==> src/mstp_cfg_defs.svh <==
`ifndef MSTP_CFG_DEFS_SVH
`define MSTP_CFG_DEFS_SVH

// register byte offsets
`define OFS_PROTO 8'h00
`define OFS_NODE 8'h04
`define OFS_RATE 8'h08
`define OFS_LOSS 8'h0C
`define OFS_PCTREF 8'h10
`define OFS_ABMM 8'h14
`define OFS_MAXINFO 8'h18
`define OFS_INST_UP 8'h1C
`define OFS_INST_LO 8'h20
`define OFS_MONSEL 8'h24
`define OFS_APPLY 8'h28
`define OFS_STATUS 8'h2C
`define OFS_TOKCNT 8'h30
`define OFS_APDUCNT 8'h34
`define OFS_ERRCNT 8'h38
`define OFS_RXSTAT 8'h3C

// reset values of the settings
`define RST_PROTO 2'h0
`define RST_NODE 8'h00
`define RST_RATE 12'h0C0
`define RST_LOSS 14'h0000
`define RST_PCTREF 10'h03C
`define RST_ABMM 8'hFF
`define RST_MAXINFO 8'h01
`define RST_MONSEL 8'h00

// codes and limits
`define PROTO_NATIVE 2'h0
`define PROTO_MODBUS 2'h1
`define PROTO_MSTP 2'h2
`define NODE_MAX 8'h7F
`define LOSS_OFF 14'h270F
`define LOSS_MAX 14'h270E
`define COUNT_MAX 14'h270F
`define PCTREF_MIN 10'h001
`define PCTREF_MAX 10'h24E
`define INST_UP_MAX 10'h3E7
`define INST_LO_MAX 14'h270F
`define INST_LIMIT 24'h3FFFFE
`define INST_SCALE 14'h2710
`define AUTOBAUD_BIT 7
`define APPLY_BIT 0
`define MON_STATUS 8'h51
`define MON_TOKEN 8'h52
`define MON_APDU 8'h53
`define MON_ERROR 8'h54
`define RX_ERR_COMM 8'h5A
`define RX_ERR_PROTO 8'h5B
`define RATE_96 12'h060
`define RATE_192 12'h0C0
`define RATE_384 12'h180
`define RATE_576 12'h240
`define RATE_768 12'h300
`define RATE_1152 12'h480

// loss interval unit (0.1 s) and clock period, both in ns
`define LOSS_UNIT_NS 100000000
`define CLK_PERIOD_NS 100
`define LOSS_TICK_CYCLES (`LOSS_UNIT_NS / `CLK_PERIOD_NS)

`endif

==> src/mstp_cfg_pkg.sv <==
package mstp_cfg_pkg;

	// pulses from the frame layer, one cycle each
	typedef struct packed {
		logic frame;
		logic token;
		logic apdu;
		logic error;
	} link_evt_t;

	// signal-loss supervisor states
	typedef enum logic [3:0] {
		LS_OFF = 4'b0001,
		LS_ARMED = 4'b0010,
		LS_WATCH = 4'b0100,
		LS_FAULT = 4'b1000
	} loss_state_t;

	typedef logic [3:0][13:0] mon_vals_t;

endpackage : mstp_cfg_pkg

==> src/bacnet_mstp_link_config.sv <==
// Function
// - MS/TP runs only with protocol code 2; 1 is Modbus RTU, 0 native.
// - monitor selectors 81..84 show status, token, APDU and error counts.
// - token and valid APDU counters wrap to zero past 9999.
// - error counter saturates at 9999.
// - node address 0..127, initial 0, is own station number.
// - baud setting 96..1152 times 100 gives bit rate, initial 192.
// - interval 0: traffic served, output off once serial-command mode entered.
// - interval 0.1..999.8 s: output off after silence longer than interval.
// - interval 9999 disables signal-loss detection.
// - bit 7 of auto-baud/max-master enables auto baud; initial value 255.
// - bits 0..6 hold highest polled master address.
// - while holding token, send at most max-info-frames frames, 1..255, initial 1.
// - instance from upper and lower parts rejected unless 0..4194302.
// - upper 419 limits lower to 4302; lower 4303+ limits upper to 418.
// - out-of-range node or baud setting runs at its initial value.
// - active auto baud replaces configured rate by detected rate.
// - changed settings act only after an inverter reset; monitor selectors act at once.
// - percent reference 1..590 Hz, initial 60 Hz, is 100 percent reference.
// - handheld unit not serviced while MS/TP selected.
// - signal loss raises fault, shuts output off, asserts alarm.
// - any received frame clears loss timer, whatever its station.
// - loss timer starts at first frame in serial-command mode.
// - setting 128..255 starts auto baud at power-on or inverter reset; here only at the apply write, with protocol 2 set, none at power-on.
//
// Implementation choices: the Wishbone interface to the registers and the register offsets.
`include "mstp_cfg_defs.svh"

module bacnet_mstp_link_config #(
	parameter int unsigned TICK_CYCLES = `LOSS_TICK_CYCLES
) (
	// clock and reset
	input wire logic clk_i,
	input wire logic rst_i,
	// wishbone slave
	input wire logic wb_cyc_i,
	input wire logic wb_stb_i,
	input wire logic wb_we_i,
	input wire logic [7:0] wb_adr_i,
	input wire logic [3:0] wb_sel_i,
	input wire logic [31:0] wb_dat_i,
	output logic [31:0] wb_dat_o,
	output logic wb_ack_o,
	// frame layer side
	input wire mstp_cfg_pkg::link_evt_t evt_i,
	input wire logic [7:0] rx_status_i,
	input wire logic token_held_i,
	input wire logic frame_sent_i,
	input wire logic autobaud_done_i,
	input wire logic [11:0] detected_rate_i,
	input wire logic serial_cmd_mode_i,
	// active settings
	output logic mstp_enable_o,
	output logic modbus_enable_o,
	output logic native_enable_o,
	output logic pu_service_o,
	output logic [6:0] station_o,
	output logic [11:0] line_rate_o,
	output logic autobaud_run_o,
	output logic [6:0] max_master_o,
	output logic tx_allow_o,
	output logic [21:0] instance_o,
	output logic [9:0] pct_ref_o,
	// supervision
	output logic output_shutoff_o,
	output logic link_loss_fault_o,
	output logic comm_alarm_output_o,
	output mstp_cfg_pkg::mon_vals_t mon_val_o
);
	import mstp_cfg_pkg::*;

	// ---------------------------------------------------------------
	// settings written by software (not yet in force, except the monitor selectors)
	// ---------------------------------------------------------------
	logic [1:0] protocol_select_setting_r;
	logic [7:0] node_address_setting_r;
	logic [11:0] line_rate_setting_r;
	logic [13:0] loss_check_interval_r;
	logic [9:0] percent_reference_frequency_r;
	logic [7:0] autobaud_maxmaster_setting_r;
	logic [7:0] max_info_frames_setting_r;
	logic [9:0] instance_upper_digits_r;
	logic [13:0] instance_lower_digits_r;
	logic [7:0] main_monitor_select_r;
	logic [7:0] panel_monitor_select_one_r;
	logic [7:0] panel_monitor_select_two_r;
	logic [7:0] panel_monitor_select_three_r;

	// settings in force since the last inverter reset
	logic [1:0] act_proto_r;
	logic [13:0] act_loss_r;
	logic [7:0] act_abmm_r;
	logic [7:0] act_maxinfo_r;
	logic [11:0] cfg_rate_r;

	// counters and supervision state
	logic [13:0] tok_cnt_r;
	logic [13:0] apdu_cnt_r;
	logic [13:0] err_cnt_r;
	logic [7:0] tx_cnt_r;
	logic [19:0] tick_cnt_r;
	logic [13:0] loss_cnt_r;
	loss_state_t loss_state_r;
	loss_state_t loss_state_nxt;
	logic detected_ok_r;
	logic [11:0] detected_r;
	logic ack_r;
	logic [31:0] rd_data_r;

	// ---------------------------------------------------------------
	// bus decode
	// ---------------------------------------------------------------
	wire bus_req = wb_cyc_i & wb_stb_i & ~ack_r;
	wire bus_wr = bus_req & wb_we_i & (|wb_sel_i);
	wire wr_proto = bus_wr & (wb_adr_i == `OFS_PROTO);
	wire wr_node = bus_wr & (wb_adr_i == `OFS_NODE);
	wire wr_rate = bus_wr & (wb_adr_i == `OFS_RATE);
	wire wr_loss = bus_wr & (wb_adr_i == `OFS_LOSS);
	wire wr_pct = bus_wr & (wb_adr_i == `OFS_PCTREF);
	wire wr_abmm = bus_wr & (wb_adr_i == `OFS_ABMM);
	wire wr_info = bus_wr & (wb_adr_i == `OFS_MAXINFO);
	wire wr_iup = bus_wr & (wb_adr_i == `OFS_INST_UP);
	wire wr_ilo = bus_wr & (wb_adr_i == `OFS_INST_LO);
	wire wr_msel = bus_wr & (wb_adr_i == `OFS_MONSEL);
	// inverter reset: the only way new settings except the monitor selectors come into force
	wire apply = bus_wr & (wb_adr_i == `OFS_APPLY) & wb_dat_i[`APPLY_BIT];

	// write values and range checks; rejected writes keep the old value
	wire [9:0] pct_wdata = wb_dat_i[9:0];
	wire pct_ok = (wb_dat_i[31:10] == 22'h0) && (pct_wdata >= `PCTREF_MIN)
		&& (pct_wdata <= `PCTREF_MAX);
	wire [13:0] loss_wdata = wb_dat_i[13:0];
	wire loss_ok = (wb_dat_i[31:14] == 18'h0)
		&& ((loss_wdata <= `LOSS_MAX) || (loss_wdata == `LOSS_OFF));
	wire info_ok = (wb_dat_i[31:8] == 24'h0) && (wb_dat_i[7:0] != 8'h00);

	// instance: upper*10000 + lower must stay within the limit
	wire [9:0] iup_new = wr_iup ? wb_dat_i[9:0] : instance_upper_digits_r;
	wire [13:0] ilo_new = wr_ilo ? wb_dat_i[13:0] : instance_lower_digits_r;
	wire [23:0] inst_sum = 24'(iup_new) * 24'(`INST_SCALE) + 24'(ilo_new);
	wire inst_wide_ok = (wb_dat_i[31:14] == 18'h0) && (wb_dat_i[13:10] == 4'h0 || wr_ilo);
	wire inst_ok = inst_wide_ok && (iup_new <= `INST_UP_MAX)
		&& (ilo_new <= `INST_LO_MAX) && (inst_sum <= `INST_LIMIT);

	// ---------------------------------------------------------------
	// application of settings at inverter reset
	// ---------------------------------------------------------------
	wire node_ok = (node_address_setting_r <= `NODE_MAX);
	wire rate_ok = (line_rate_setting_r == `RATE_96) || (line_rate_setting_r == `RATE_192)
		|| (line_rate_setting_r == `RATE_384) || (line_rate_setting_r == `RATE_576)
		|| (line_rate_setting_r == `RATE_768) || (line_rate_setting_r == `RATE_1152);
	// a bad value falls back to the initial value, never half-applied
	wire [6:0] node_use = node_ok ? node_address_setting_r[6:0] : 7'(`RST_NODE);
	wire [11:0] rate_use = rate_ok ? line_rate_setting_r : `RST_RATE;
	wire autobaud_en = autobaud_maxmaster_setting_r[`AUTOBAUD_BIT];
	wire mstp_on = (act_proto_r == `PROTO_MSTP);

	// ---------------------------------------------------------------
	// event qualification
	// ---------------------------------------------------------------
	wire tok_ev = mstp_on & evt_i.token;
	wire apdu_ev = mstp_on & evt_i.apdu;
	// errors seen while hunting for the rate are not counted
	wire err_ev = mstp_on & evt_i.error & ~autobaud_run_o;
	// any frame clears the timer regardless of destination station
	wire frame_ev = mstp_on & evt_i.frame;
	wire tick = (tick_cnt_r == 20'(TICK_CYCLES - 1));
	wire loss_off = (act_loss_r == `LOSS_OFF);
	wire loss_zero = (act_loss_r == 14'h0000);

	// ---------------------------------------------------------------
	// bus read mux
	// ---------------------------------------------------------------
	wire [31:0] status_word = {24'h0, detected_ok_r, autobaud_run_o, comm_alarm_output_o,
		output_shutoff_o, loss_state_r};
	wire [31:0] monsel_word = {panel_monitor_select_three_r, panel_monitor_select_two_r,
		panel_monitor_select_one_r, main_monitor_select_r};
	logic [31:0] rd_mux;
	always_comb begin
		if (wb_adr_i == `OFS_PROTO) rd_mux = {30'h0, protocol_select_setting_r};
		else if (wb_adr_i == `OFS_NODE) rd_mux = {24'h0, node_address_setting_r};
		else if (wb_adr_i == `OFS_RATE) rd_mux = {20'h0, line_rate_setting_r};
		else if (wb_adr_i == `OFS_LOSS) rd_mux = {18'h0, loss_check_interval_r};
		else if (wb_adr_i == `OFS_PCTREF) rd_mux = {22'h0, percent_reference_frequency_r};
		else if (wb_adr_i == `OFS_ABMM) rd_mux = {24'h0, autobaud_maxmaster_setting_r};
		else if (wb_adr_i == `OFS_MAXINFO) rd_mux = {24'h0, max_info_frames_setting_r};
		else if (wb_adr_i == `OFS_INST_UP) rd_mux = {22'h0, instance_upper_digits_r};
		else if (wb_adr_i == `OFS_INST_LO) rd_mux = {18'h0, instance_lower_digits_r};
		else if (wb_adr_i == `OFS_MONSEL) rd_mux = monsel_word;
		else if (wb_adr_i == `OFS_STATUS) rd_mux = status_word;
		else if (wb_adr_i == `OFS_TOKCNT) rd_mux = {18'h0, tok_cnt_r};
		else if (wb_adr_i == `OFS_APDUCNT) rd_mux = {18'h0, apdu_cnt_r};
		else if (wb_adr_i == `OFS_ERRCNT) rd_mux = {18'h0, err_cnt_r};
		else if (wb_adr_i == `OFS_RXSTAT) rd_mux = {24'h0, rx_status_i};
		else rd_mux = 32'h0;
	end

	// single-wait-state answer; ack drops the cycle after it is given
	always_ff @(posedge clk_i) begin
		if (rst_i) begin
			ack_r <= 1'b0;
			rd_data_r <= 32'h0;
		end else begin
			ack_r <= bus_req;
			rd_data_r <= bus_req ? rd_mux : 32'h0;
		end
	end

	// ---------------------------------------------------------------
	// software setting registers
	// ---------------------------------------------------------------
	always_ff @(posedge clk_i) begin
		if (rst_i) begin
			protocol_select_setting_r <= `RST_PROTO;
			node_address_setting_r <= `RST_NODE;
			line_rate_setting_r <= `RST_RATE;
			loss_check_interval_r <= `RST_LOSS;
			percent_reference_frequency_r <= `RST_PCTREF;
			autobaud_maxmaster_setting_r <= `RST_ABMM;
			max_info_frames_setting_r <= `RST_MAXINFO;
			instance_upper_digits_r <= 10'h0;
			instance_lower_digits_r <= 14'h0;
		end else begin
			if (wr_proto && wb_dat_i[31:2] == 30'h0 && wb_dat_i[1:0] != 2'h3)
				protocol_select_setting_r <= wb_dat_i[1:0];
			// node and rate store anything; the range check acts at reset
			if (wr_node) node_address_setting_r <= wb_dat_i[7:0];
			if (wr_rate) line_rate_setting_r <= wb_dat_i[11:0];
			if (wr_loss && loss_ok) loss_check_interval_r <= loss_wdata;
			if (wr_pct && pct_ok) percent_reference_frequency_r <= pct_wdata;
			if (wr_abmm) autobaud_maxmaster_setting_r <= wb_dat_i[7:0];
			if (wr_info && info_ok) max_info_frames_setting_r <= wb_dat_i[7:0];
			if ((wr_iup || wr_ilo) && inst_ok) begin
				instance_upper_digits_r <= iup_new;
				instance_lower_digits_r <= ilo_new;
			end
		end
	end

	// monitor selectors act immediately, they are panel settings
	always_ff @(posedge clk_i) begin
		if (rst_i) begin
			main_monitor_select_r <= `RST_MONSEL;
			panel_monitor_select_one_r <= `RST_MONSEL;
			panel_monitor_select_two_r <= `RST_MONSEL;
			panel_monitor_select_three_r <= `RST_MONSEL;
		end else if (wr_msel) begin
			if (wb_sel_i[0]) main_monitor_select_r <= wb_dat_i[7:0];
			if (wb_sel_i[1]) panel_monitor_select_one_r <= wb_dat_i[15:8];
			if (wb_sel_i[2]) panel_monitor_select_two_r <= wb_dat_i[23:16];
			if (wb_sel_i[3]) panel_monitor_select_three_r <= wb_dat_i[31:24];
		end
	end

	// ---------------------------------------------------------------
	// settings in force, loaded only at inverter reset
	// ---------------------------------------------------------------
	always_ff @(posedge clk_i) begin
		if (rst_i) begin
			act_proto_r <= `RST_PROTO;
			act_loss_r <= `RST_LOSS;
			act_abmm_r <= `RST_ABMM;
			act_maxinfo_r <= `RST_MAXINFO;
			cfg_rate_r <= `RST_RATE;
			station_o <= 7'(`RST_NODE);
			instance_o <= 22'h0;
			pct_ref_o <= `RST_PCTREF;
		end else if (apply) begin
			act_proto_r <= protocol_select_setting_r;
			act_loss_r <= loss_check_interval_r;
			act_abmm_r <= autobaud_maxmaster_setting_r;
			act_maxinfo_r <= max_info_frames_setting_r;
			cfg_rate_r <= rate_use;
			station_o <= node_use;
			instance_o <= inst_sum[21:0] - 22'(ilo_new) + 22'(instance_lower_digits_r);
			pct_ref_o <= percent_reference_frequency_r;
		end
	end

	// protocol selects and the handheld unit lockout
	always_ff @(posedge clk_i) begin
		if (rst_i) begin
			mstp_enable_o <= 1'b0;
			modbus_enable_o <= 1'b0;
			native_enable_o <= 1'b1;
			pu_service_o <= 1'b1;
			max_master_o <= 7'(`RST_ABMM);
		end else begin
			mstp_enable_o <= mstp_on;
			modbus_enable_o <= (act_proto_r == `PROTO_MODBUS);
			native_enable_o <= (act_proto_r == `PROTO_NATIVE);
			pu_service_o <= ~mstp_on;
			max_master_o <= act_abmm_r[6:0];
		end
	end

	// ---------------------------------------------------------------
	// automatic baud recognition
	// ---------------------------------------------------------------
	always_ff @(posedge clk_i) begin
		if (rst_i) begin
			autobaud_run_o <= 1'b0;
			detected_ok_r <= 1'b0;
			detected_r <= `RST_RATE;
			line_rate_o <= `RST_RATE;
		end else begin
			if (apply) begin
				// power-on starts no auto baud; only the apply write starts it
				autobaud_run_o <= autobaud_en & (protocol_select_setting_r == `PROTO_MSTP);
				detected_ok_r <= 1'b0;
			end else if (autobaud_run_o && autobaud_done_i) begin
				autobaud_run_o <= 1'b0;
				detected_ok_r <= 1'b1;
				detected_r <= detected_rate_i;
			end
			line_rate_o <= (detected_ok_r && act_abmm_r[`AUTOBAUD_BIT]) ? detected_r
				: cfg_rate_r;
		end
	end

	// ---------------------------------------------------------------
	// panel counters
	// ---------------------------------------------------------------
	always_ff @(posedge clk_i) begin
		if (rst_i || apply) begin
			tok_cnt_r <= 14'h0;
			apdu_cnt_r <= 14'h0;
			err_cnt_r <= 14'h0;
		end else begin
			if (tok_ev) tok_cnt_r <= (tok_cnt_r == `COUNT_MAX) ? 14'h0 : tok_cnt_r + 14'h1;
			if (apdu_ev) apdu_cnt_r <= (apdu_cnt_r == `COUNT_MAX) ? 14'h0
				: apdu_cnt_r + 14'h1;
			if (err_ev && err_cnt_r != `COUNT_MAX) err_cnt_r <= err_cnt_r + 14'h1;
		end
	end

	// panel monitor values, one per selector
	wire [3:0][7:0] mon_sel = monsel_word;
	genvar gi;
	generate
		for (gi = 0; gi < 4; gi++) begin : g_mon
			wire [13:0] mon_pick = (mon_sel[gi] == `MON_STATUS) ? {6'h0, rx_status_i}
				: (mon_sel[gi] == `MON_TOKEN) ? tok_cnt_r
				: (mon_sel[gi] == `MON_APDU) ? apdu_cnt_r
				: (mon_sel[gi] == `MON_ERROR) ? err_cnt_r : 14'h0;
			always_ff @(posedge clk_i) begin
				if (rst_i) mon_val_o[gi] <= 14'h0;
				else mon_val_o[gi] <= mon_pick;
			end
		end
	endgenerate

	// ---------------------------------------------------------------
	// frames per token hold
	// ---------------------------------------------------------------
	wire [7:0] tx_cnt_inc = tx_cnt_r + 8'h1;
	always_ff @(posedge clk_i) begin
		if (rst_i || !token_held_i) begin
			tx_cnt_r <= 8'h0;
			tx_allow_o <= 1'b0;
		end else begin
			if (frame_sent_i && tx_allow_o) tx_cnt_r <= tx_cnt_inc;
			// allow drops right after the last permitted frame
			tx_allow_o <= mstp_on && ((frame_sent_i && tx_allow_o) ? tx_cnt_inc < act_maxinfo_r
				: tx_cnt_r < act_maxinfo_r);
		end
	end

	// ---------------------------------------------------------------
	// signal-loss supervisor
	// ---------------------------------------------------------------
	always_comb begin
		loss_state_nxt = loss_state_r;
		case (loss_state_r)
			LS_OFF: begin
				if (mstp_on && serial_cmd_mode_i && !loss_off)
					loss_state_nxt = loss_zero ? LS_FAULT : LS_ARMED;
			end
			LS_ARMED: begin
				if (!serial_cmd_mode_i) loss_state_nxt = LS_OFF;
				else if (frame_ev) loss_state_nxt = LS_WATCH;
			end
			LS_WATCH: begin
				if (!serial_cmd_mode_i) loss_state_nxt = LS_OFF;
				else if (!frame_ev && loss_cnt_r == act_loss_r) loss_state_nxt = LS_FAULT;
			end
			LS_FAULT: loss_state_nxt = LS_FAULT;
			default: loss_state_nxt = LS_OFF;
		endcase
	end

	// timer counts 0.1 s units since the last frame
	always_ff @(posedge clk_i) begin
		if (rst_i || apply) begin
			loss_state_r <= LS_OFF;
			tick_cnt_r <= 20'h0;
			loss_cnt_r <= 14'h0;
		end else begin
			loss_state_r <= loss_state_nxt;
			if (frame_ev || loss_state_r != LS_WATCH) begin
				tick_cnt_r <= 20'h0;
				loss_cnt_r <= 14'h0;
			end else begin
				tick_cnt_r <= tick ? 20'h0 : tick_cnt_r + 20'h1;
				if (tick) loss_cnt_r <= loss_cnt_r + 14'h1;
			end
		end
	end

	// fault, shutoff and alarm; fault holds until inverter reset
	wire rx_bad = mstp_on && (rx_status_i == `RX_ERR_COMM || rx_status_i == `RX_ERR_PROTO);
	always_ff @(posedge clk_i) begin
		if (rst_i || apply) begin
			link_loss_fault_o <= 1'b0;
			output_shutoff_o <= 1'b0;
			comm_alarm_output_o <= 1'b0;
		end else begin
			link_loss_fault_o <= (loss_state_nxt == LS_FAULT);
			output_shutoff_o <= (loss_state_nxt == LS_FAULT);
			comm_alarm_output_o <= (loss_state_nxt == LS_FAULT) || rx_bad;
		end
	end

	assign wb_ack_o = ack_r;
	assign wb_dat_o = rd_data_r;

endmodule : bacnet_mstp_link_config

==> config.mk <==
export PLATFORM = sky130hd
export DESIGN_NAME = bacnet_mstp_link_config
export DESIGN_NICKNAME = d
export VERILOG_FILES = /design/src/mstp_cfg_pkg.sv /design/src/bacnet_mstp_link_config.sv
export VERILOG_INCLUDE_DIRS = /design/src /design/src/src
export SDC_FILE = /design/constraint.sdc
export NUM_CORES = 1
export LEC_CHECK = 0
export BUFFER_PORTS_ARGS = -buffer_cell sky130_fd_sc_hd__buf_2
export CAP_MARGIN = 20
export CORE_UTILIZATION = 45
export CTS_CLUSTER_DIAMETER = 80
export DETAILED_ROUTE_END_ITERATION = 10
export GPL_TIMING_DRIVEN = 1
export PLACE_DENSITY = 0.72
export SYNTH_ARGS = -nofsm -noshare
export SYNTH_HDL_FRONTEND = slang
export SYNTH_SLANG_ARGS = --single-unit
==> constraint.sdc <==
create_clock -name clk_i -period 18.1 [get_ports clk_i]
set_input_delay 1.81 -clock clk_i [delete_from_list [all_inputs] [get_ports clk_i]]
set_output_delay 1.81 -clock clk_i [all_outputs]
set_load 0.01 [all_outputs]
# Word-level counts from Yosys, hierarchy flattened
# Index checks and enable logic that the tools add are counted.
[op_classes]
n_reduce_logical = 67
magnitude_cmp = 9
multipliers = 1
add_sub_neg = 9
n_bitwise = 27
n_eq_ne = 56
muxes = 48
[op_table]
columns = ["op", "count"]
rows = [
  ["$mux 14", 25],
  ["$eq 8x7->1 const B", 18],
  ["$eq 8x6->1 const B", 8],
  ["$add 14x1->14 const B", 4],
  ["$eq 14x14->1 const B", 4],
  ["$mux 8", 6],
  ["$mux 12", 3],
  ["$eq 8x5->1 const B", 4],
  ["$mux 32", 1],
  ["$logic_not 30->1", 1],
  ["$le 14x14->1 const B", 2],
  ["$add 24x14->24", 1],
  ["$eq 12x10->1 const B", 2],
  ["$le 24x22->1 const B", 1],
  ["$logic_not 24->1", 1],
  ["$mux 4", 6],
  ["$logic_and 1x1->1", 23],
  ["$add 22x14->22", 1],
  ["$and 1x1->1", 22],
  ["$logic_not 22->1", 1],
  ["$sub 22x14->22", 1],
  ["$add 20x1->20 const B", 1],
  ["$eq 20x20->1 const B", 1],
  ["$le 10x10->1 const B", 2],
  ["other kinds (42)", 78],
]
[word_totals]
inputBits = 77
elab_cells = 271
ff_bits = 418
out_inout_bits = 156

# Depth between registers and ports, before layout
# Gate-level depths: netlist of run 1.
[depth]
depth_word = 16
ltp_mapped = 36
depth_no_buf = 34

# Worst setup path after synthesis of run 1
# Ideal clock, no wire load.
[synth_path]
path_type = "input port to flip-flop"
from = "input port wb_adr_i[5]"
to = "register instance_o[21]"
path_slack_ps = 8816
required_time_ps = 18014
path_buffers = 2
stages = 32
setup_time_ps = 86
t_arrival_ps = 9198
path_cell_list = "or4b_1 -> buf_2 -> nor4_4 -> clkbuf_1 -> mux2i_1 -> inv_1 -> fa_1 -> ha_1 -> ha_1 -> ha_1 -> inv_1 -> fa_1 -> inv_1 -> ha_1 -> o21ai_0 -> o21bai_1 -> xor2_1 -> nand4_1 -> o21a_1 -> o41ai_1 -> a22oi_1 -> o21ai_1 -> xnor2_1 -> ha_1 -> nor2b_1 -> a22o_1 -> a31oi_1 -> a221o_1 -> o21bai_1 -> a21oi_1 -> xnor2_1 -> a211oi_1"
[synth_via]
elab_chain_len = 7
word_cells_on_any_way = 13
classes_between = "add/sub (3); mul (1); eq/ne (3); mux (2); bitwise (4)"
[synth_rtl]
columns = ["item", "line", "text"]
rows = [
  ["from (decl)", "bacnet_mstp_link_config.sv:39", "input wire logic [7:0] wb_adr_i,"],
  ["$eq 8x5->1 (no source line)", "--", ""],
  ["$and 1x1->1", "bacnet_mstp_link_config.sv:122", "wire wr_iup = bus_wr & (wb_adr_i == `OFS_INST_UP);"],
  ["$mux 10", "bacnet_mstp_link_config.sv:138", "wire [9:0] iup_new = wr_iup ? wb_dat_i[9:0] : instance_upper_digits_r;"],
  ["named net iup_new[5]", "bacnet_mstp_link_config.sv:138", ""],
  ["$mul 10x10->20", "bacnet_mstp_link_config.sv:140", "wire [23:0] inst_sum = 24'(iup_new) * 24'(`INST_SCALE) + 24'(ilo_new);"],
  ["$add 24x14->24", "bacnet_mstp_link_config.sv:140", ""],
  ["$sub 22x14->22", "bacnet_mstp_link_config.sv:275", "instance_o <= inst_sum[21:0] - 22'(ilo_new) + 22'(instance_lower_digits_r);"],
  ["$add 22x14->22", "bacnet_mstp_link_config.sv:275", ""],
  ["to (signal assigned)", "bacnet_mstp_link_config.sv:275", ""],
  ["to (decl)", "bacnet_mstp_link_config.sv:62", "output logic [21:0] instance_o,"],
]
# The timed path passes the listed nets, and every way through them passes these cells.
# A chain may end at the register's enable or synchronous reset.

# Final worst setup path of run 1
[layout_path]
from = "input port wb_adr_i[5]"
to = "register instance_lower_digits_r[9]"
[layout_via]
elab_chain_len = 8
word_cells_on_any_way = 18
classes_between = "add/sub (1); mul (1); order compare (3); eq/ne (2); mux (2); bitwise (2); reduce/logical (7)"
[layout_rtl]
columns = ["item", "line", "text"]
rows = [
  ["$eq 8x5->1 (no source line) *", "--", ""],
  ["$and 1x1->1 *", "bacnet_mstp_link_config.sv:122", ""],
  ["$mux 10 *", "bacnet_mstp_link_config.sv:138", ""],
  ["named net iup_new[3]", "bacnet_mstp_link_config.sv:138", ""],
  ["$mul 10x10->20 / $le 10x10->1 (equally long branches)", "--", ""],
  ["$add 24x14->24 / $logic_and 1x1->1 (equally long branches)", "bacnet_mstp_link_config.sv:140, bacnet_mstp_link_config.sv:142", ""],
  ["$le 24x22->1 (no source line) / $logic_and 1x1->1 (equally long branches)", "--", ""],
  ["$logic_and 1x1->1 *", "bacnet_mstp_link_config.sv:142", "wire inst_ok = inst_wide_ok && (iup_new <= `INST_UP_MAX)"],
  ["$logic_and 1x1->1 *", "bacnet_mstp_link_config.sv:233", "if ((wr_iup || wr_ilo) && inst_ok) begin"],
  ["to (signal assigned)", "bacnet_mstp_link_config.sv:235", "instance_lower_digits_r <= ilo_new;"],
  ["to (decl)", "bacnet_mstp_link_config.sv:83", "logic [13:0] instance_lower_digits_r;"],
]
# Mark *: on every way through the listed nets, which the timed path passes. The rest lies on a longest branch.

==> metrics.csv, run 1 <==
stage,metric,value,unit
cts,cts_max_level,2,
placed_design,gp_congestion,0.954,
critical_path,crit_path_start_kind,primary input,
yosys,synthArstFlopShare,0,%
min_path,hold_path_class,flop to flop,
floorplan,io_pins,233,
power_and_ir_drop,p_leak,10.2,nW
power_and_ir_drop,ir_worst_vdd,0.0560,mV
drt,viasPerCell,5.90,
job,max_cap_viol_count,0,
layout,final_cell_mix,"418 x dfxtp_1, 350 x nand2_1, 276 x nor2_1",
cts,cts_made_buffers,44,
yosys,synth_compound_area_share,16.2,%
cts,postCtsHoldBufs,0,
yosys,synth_cells,2636,
drt,drt-initial-drc-count,2220,
placed_design,hpwl,50.4,mm
critical_path,endpoint_kind,flop,
power_and_ir_drop,power_density,76.3,mW/mm^2
floorplan,dieWidth,223,um
placed_design,place_ws,8.08,ns
yosys,synth_fa_ha_area_share,8.14,%
timing,hold_viol,0,
timing,rsz0062_at_grt,false,
grt,antenna_found_initial,7,
layout,synthToLayoutAreaGrowth,14.2,%
timing,fin_skew,0.0105,ns
yosys,synth.distinct_cells,85,
placed_design,placed_area,0.0235,sq mm
cts,clock-sinks,418,
cts,clock_latency,0.58,ns
timing,tightest_slew,1.07,ns
layout,post_route_cells_drive_above_1_share,14.8,%
floorplan,core,0.0479,sq mm
yosys,yosysTopAreaCell,dfxtp_1,
yosys,synth_simple_gate_area_share,22.1,%
timing,period_share,52.5,%
timing,setup_slack,8.60,ns
critical_path,crit_fanout,35,
cts,post-cts-setup-buffers,0,
layout,nNetsFinal,2989,
yosys,synth-seq-cells,418,
yosys,netlist_area,0.0220,sq mm
grt,grt_max_degree,94,
yosys,synth_nets,2843,
yosys,syn_avg_cell_area,8.33,sq um
grt,grt_pass1_wl,104,mm
yosys,ys.flop_type,dfxtp_1,
yosys,ys_seq_area_share,38.1,%
floorplan,dieArea,0.0497,sq mm
critical_path,path_class,primary input to flop,
timing,timing.setup.tns,0,ns
cts,ctsLongestPathBuffers,3,
drt,drc_errors,0,
layout,design_area,0.0251,sq mm
cts,root_buffer,clkbuf_16,
critical_path,slowest_stage,or4b_1,
drt,postRouteWirelength,67.5,mm
yosys,synthMuxAreaShare,4.88,%
drt,dr.pass1.iters,8,
critical_path,crit_arrival,9.96,ns
timing,slew_violations,0,
drt,vias,20300,
grt,grt-ovfl-total,0,
floorplan,core.rowCount,80,
yosys,synth_xor_area_share,5.70,%
yosys,synth_top_family_by_area,simple AND/OR/NAND/NOR gates,
critical_path,crit_top_cell,ha_1,
placed_design,port_buffers,232,
timing,clock.fmax,105,MHz
cts,cts_resized,0,
status,status,"complete, no violations",
critical_path,required,18.57,ns
floorplan,fp.dieH,223,um
critical_path,cpPeakStageDelay,0.76,ns
yosys,synth_top_area_share,38.1,%
drt,ant_nets,0,
drt,wire_per_inst,19.6,um
timing,finalSetupViolCount,0,
floorplan,start_util,45.8,%
timing,finalCriticalPeriod,9.50,ns
yosys,synth-edff-count,0,
cts,cts_tree,done,
layout,final_common_cell,dfxtp_1,
timing,relSlewSlack,28.6,%
cts,cts.clk_slew.worst_paths,0.07,ns
grt,grt_use_total,26.3,%
yosys,synthTopCellsByArea,"dfxtp_1 38%, ha_1 6.3%, nand2_1 6.0%",
grt,grt_pass1_vias,18800,
yosys,ys_warn_count,0,
-- final timing paths --
check,start,endpoint,slack [ns],depth (start not counted)
hold / removal,act_abmm_r[6],max_master_o[6],0.44,1
hold reg to reg,act_abmm_r[6],max_master_o[6],0.44,1
setup / recovery,wb_adr_i[5],instance_lower_digits_r[9],8.60,32
setup reg to reg,wb_ack_o,instance_lower_digits_r[9],9.65,31
-- area by class of cell --
type                            instances  area, sq um
Inverter                              112          420
Tap cell                              615          769
Clock buffer                           65         1300
Multi-Input combinational cell       1943        12600
Timing Repair Buffer                  263         1400
Sequential cell                       418         8370
Fill cell                            4422        22900
Clock inverter                         16          208
Antenna cell                            6         15.0
-- registers in the layout, summed over array words and instances (netlist names), 12 cells and up --
signal	flops
instance_o	22
line_rate_o	12
instance_lower_digits_r	14
wb_dat_o	32
tok_cnt_r	14
apdu_cnt_r	14
detected_r	12
loss_check_interval_r	14
cfg_rate_r	12
act_loss_r	14
line_rate_setting_r	12
mon_val_o	56
loss_cnt_r	14
tick_cnt_r	20
err_cnt_r	14
-- cells by family (layout without fill, tap and decap cells) --
group,count (synthesis),count (layout)
and+or+nand+nor,1026,1026
buffers and inverters,275,456
muxes,96,96
other,0,6
adders and majority gates,131,131
xor gates and xnor gates,143,143
AOI/OAI and AO/OA,547,547
DFF,418,418
-- per-stage QoR --
| step | total power [mW] | utilization, % | instances | hold WS (ns) |
|---|---|---|---|---|
| 2_1_floorplan | 0.967 | - | 2636 | 0.417 |
| 3_3_place_gp | 0.991 | 49.1 | 3350 | 0.436 |
| 3_5_place_dp | 0.992 | 49.1 | 3350 | 0.430 |
| 4_1_cts | 1.93 | 52.2 | 3431 | 0.446 |
| 5_1_grt | 1.96 | 52.3 | 3435 | 0.467 |
| 6_report | 1.91 | 52.3 | 3438 | 0.439 |
-- cells in the mapped netlist, drive strengths merged (19+ instances only) --
library cell,number
o21ai,93
a21oi,238
xor2,76
ha,110
nor4,29
nor3,29
nor2b,37
or2,21
mux2i,74
inv,110
nand3b,22
xnor2,67
nand2,350
nand3,101
dfxtp,418
nor2,277
nand2b,19
buf,26
a221oi,22
fa,20
a222oi,32
and3,30
and2,26
a22oi,28
nand4,26
clkbuf,137
-- critical path: cells and delay by family --
family,cells,cell delay (ns)
and+or+nand+nor,8,2.01
AOI/OAI and AO/OA,7,1.42
xor gates and xnor gates,2,0.55
adders and majority gates,7,2.36
muxes,2,0.71
buffers and inverters,6,1.08
-- layer usage --
layer	wire, um	share of wire (%)	track usage, %
met1	29800	44	36.2
met2	30200	45	41.5
met3	5240	7.8	4.25
met4	2340	3.5	9.81
met5	43	0.064	0
-- power by group --
group	internal [mW]	switching (mW)	leakage (nW)
Sequential	0.920	0.000140	3.37
Combinational	0.0140	0.0392	6.06
Clock	0.558	0.383	0.741
Total	1.49	0.422	10.2
No activity file was read; power rests on OpenSTA's default activity.
==> run 2, diff against run 1 <==
Clock period 18.1 ns to 9.3 ns, I/O delays scaled along.
==> run 2 against run 1 <==
Net effect:
- highest routed layer unchanged
- critical endpoint is now instance_upper_digits_r[8]
- total power increased by 95%
- cell count is 0.23% higher
- final area is 0.40% higher
- wire length is 2.1% higher
- via count rose by 0.34%
- worst hold slack better by 0.0029 ns
- global-route usage increased by 0.59 points
- register-to-register slack got worse by 8.5 ns
- critical path type unchanged
==> metrics.csv, run 2 (same netlist as run 1, synthesis figures left out) <==
stage,metric,value,unit,change
status,status,"complete, no violations",,unchanged
grt,grt-ovfl-total,0,,unchanged
drt,drt-initial-drc-count,2557,,"was 2,220"
critical_path,crit_fanout,35,,unchanged
floorplan,dieArea,0.0497,sq mm,unchanged
drt,wl_met1,29.3,mm,was 29.8 mm
layout,post_route_cells_drive_above_1_share,15.4,%,was 14.8%
drt,wire_per_inst,20.0,um,was 19.6 um
layout,synthToLayoutAreaGrowth,14.6,%,was 14.2%
timing,rsz0062_at_grt,false,,unchanged
layout,design_area,0.0252,sq mm,was 0.0251 sq mm
placed_design,place_ws,0.287,ns,was 8.08 ns
layout,final_cells,3446,,"was 3,438"
floorplan,io_pins,233,,unchanged
cts,post-cts-setup-buffers,0,,unchanged
power_and_ir_drop,p_leak,10.2,nW,about the same
floorplan,fp.dieH,223,um,unchanged
layout,final_common_cell,dfxtp_1,,unchanged
timing,setup_slack,0.795,ns,was 8.60 ns
floorplan,start_util,45.8,%,unchanged
placed_design,gp_congestion,0.948,,was 0.954
floorplan,core,0.0479,sq mm,unchanged
cts,cts_tree,done,,unchanged
floorplan,core.rowCount,80,,unchanged
layout,nNetsFinal,3002,,"was 2,989"
drt,viasPerCell,5.91,,was 5.90
placed_design,port_buffers,232,,unchanged
timing,finalSetupViolCount,0,,unchanged
drt,routed.top_layer,met5,,unchanged
cts,ctsLongestPathBuffers,3,,unchanged
critical_path,path_class,primary input to flop,,unchanged
drt,wl_met2,30.8,mm,was 30.2 mm
layout,n_fill_cell,4405,,"was 4,422"
layout,final_cell_mix,"418 x dfxtp_1, 350 x nand2_1, 276 x nor2_1",,unchanged
grt,grt_use_total,26.9,%,was 26.3%
cts,root_buffer,clkbuf_16,,unchanged
critical_path,slowest_stage,or4b_1,,unchanged
critical_path,crit_top_cell,ha_1,,unchanged
power_and_ir_drop,power_density,148,mW/mm^2,was 76.3 mW/mm^2
cts,clock_latency,0.59,ns,was 0.58 ns
timing,whs,0.442,ns,was 0.439 ns
critical_path,cpPeakStageDelay,0.79,ns,was 0.76 ns
critical_path,endpoint_kind,flop,,unchanged
timing,clock.fmax,118,MHz,
layout,seq_area,0.00837,sq mm,unchanged
drt,wl_met3,6.29,mm,was 5.24 mm
drt,postRouteWirelength,69.0,mm,was 67.5 mm
power_and_ir_drop,ir_worst_vdd,0.127,mV,was 0.0560 mV
critical_path,crit_arrival,8.96,ns,was 9.96 ns
timing,timing.setup.tns,0,ns,unchanged
drt,drc_errors,0,,unchanged
drt,dr.pass1.iters,10,,was 8
cts,cts_max_level,2,,unchanged
cts,cts.clk_slew.worst_paths,0.06,ns,was 0.07 ns
grt,grt_pass1_wl,106,mm,was 104 mm
placed_design,placed_area,0.0236,sq mm,was 0.0235 sq mm
min_path,hold_path_class,flop to flop,,unchanged
placed_design,dp_cells,3361,,"was 3,350"
grt,grt_pass1_vias,19100,,was 18.8k
timing,relSlewSlack,23.7,%,was 28.6%
timing,period_share,91.5,%,
layout,fin_util,52.5,%,was 52.3%
job,max_cap_viol_count,0,,unchanged
cts,cts_made_buffers,44,,unchanged
drt,vias,20400,,was 20.3k
timing,fin_skew,0.0124,ns,was 0.0105 ns
timing,slew_violations,0,,unchanged
floorplan,dieWidth,223,um,unchanged
grt,antenna_found_initial,7,,unchanged
cts,cts_resized,0,,unchanged
grt,grt_max_degree,104,,was 94
layout,largest_reg_flops,56,,unchanged
layout,regMostFlops,mon_val_o,,unchanged
critical_path,cp_top_family,adder cells,,unchanged
power_and_ir_drop,total_power,3.73,mW,was 1.91 mW
cts,clock-sinks,418,,unchanged
timing,hold_viol,0,,unchanged
timing,finalCriticalPeriod,8.50,ns,
drt,ant_nets,0,,unchanged
critical_path,crit_path_start_kind,primary input,,unchanged
cts,postCtsHoldBufs,0,,unchanged
critical_path,path_buf_inv,6,,unchanged
timing,tightest_slew,1.14,ns,was 1.07 ns
placed_design,hpwl,51.0,mm,was 50.4 mm
layout,multiInputGateArea,0.0126,sq mm,unchanged
critical_path,required,9.76,ns,was 18.57 ns
run 2: cell count changes in the layout (fill, tap and decap cells not counted), sizes merged:
cell and delta:
buf +13, clkbuf -4, diode -4, clkinv +2
bufinv -1, clkinvlp +1, inv +1
run 2: power breakdown:
part / leakage [nW] / switching, mW / internal (mW) / total [mW]
Combinational: 6.12 / 0.0785 / 0.0276 / 0.106
Clock: 0.749 / 0.760 / 1.08 / 1.84
Sequential: 3.37 / 0.000273 / 1.79 / 1.79
run 2: cell type report:
cell class                      count  area share, %
Inverter                          112           1.67
Multi-Input combinational cell   1943           50.0
Timing Repair Buffer              276           5.98
Clock buffer                       61           5.23
Sequential cell                   418           33.2
Clock inverter                     19          0.795
Antenna cell                        2         0.0199
Tap cell                          615           3.06
run 2: per-layer routing:
| layer | up-vias | global-route usage, % |
|---|---|---|
| met2 | 984 | 42.9 |
| li1 | 9532 | - |
| met3 | 179 | 5.25 |
| met5 | - | 0 |
| met4 | 10 | 9.66 |
| met1 | 9655 | 36.2 |
run 2: worst paths after layout:
check                startpoint                    endpoint  slack (ns)  cells past startpoint
hold reg to reg   act_abmm_r[3]             max_master_o[3]        0.44                      1
hold / removal    act_abmm_r[3]             max_master_o[3]        0.44                      1
setup / recovery    wb_adr_i[5]  instance_upper_digits_r[8]        0.80                     32
setup reg to reg       wb_ack_o  instance_upper_digits_r[8]        1.18                     31
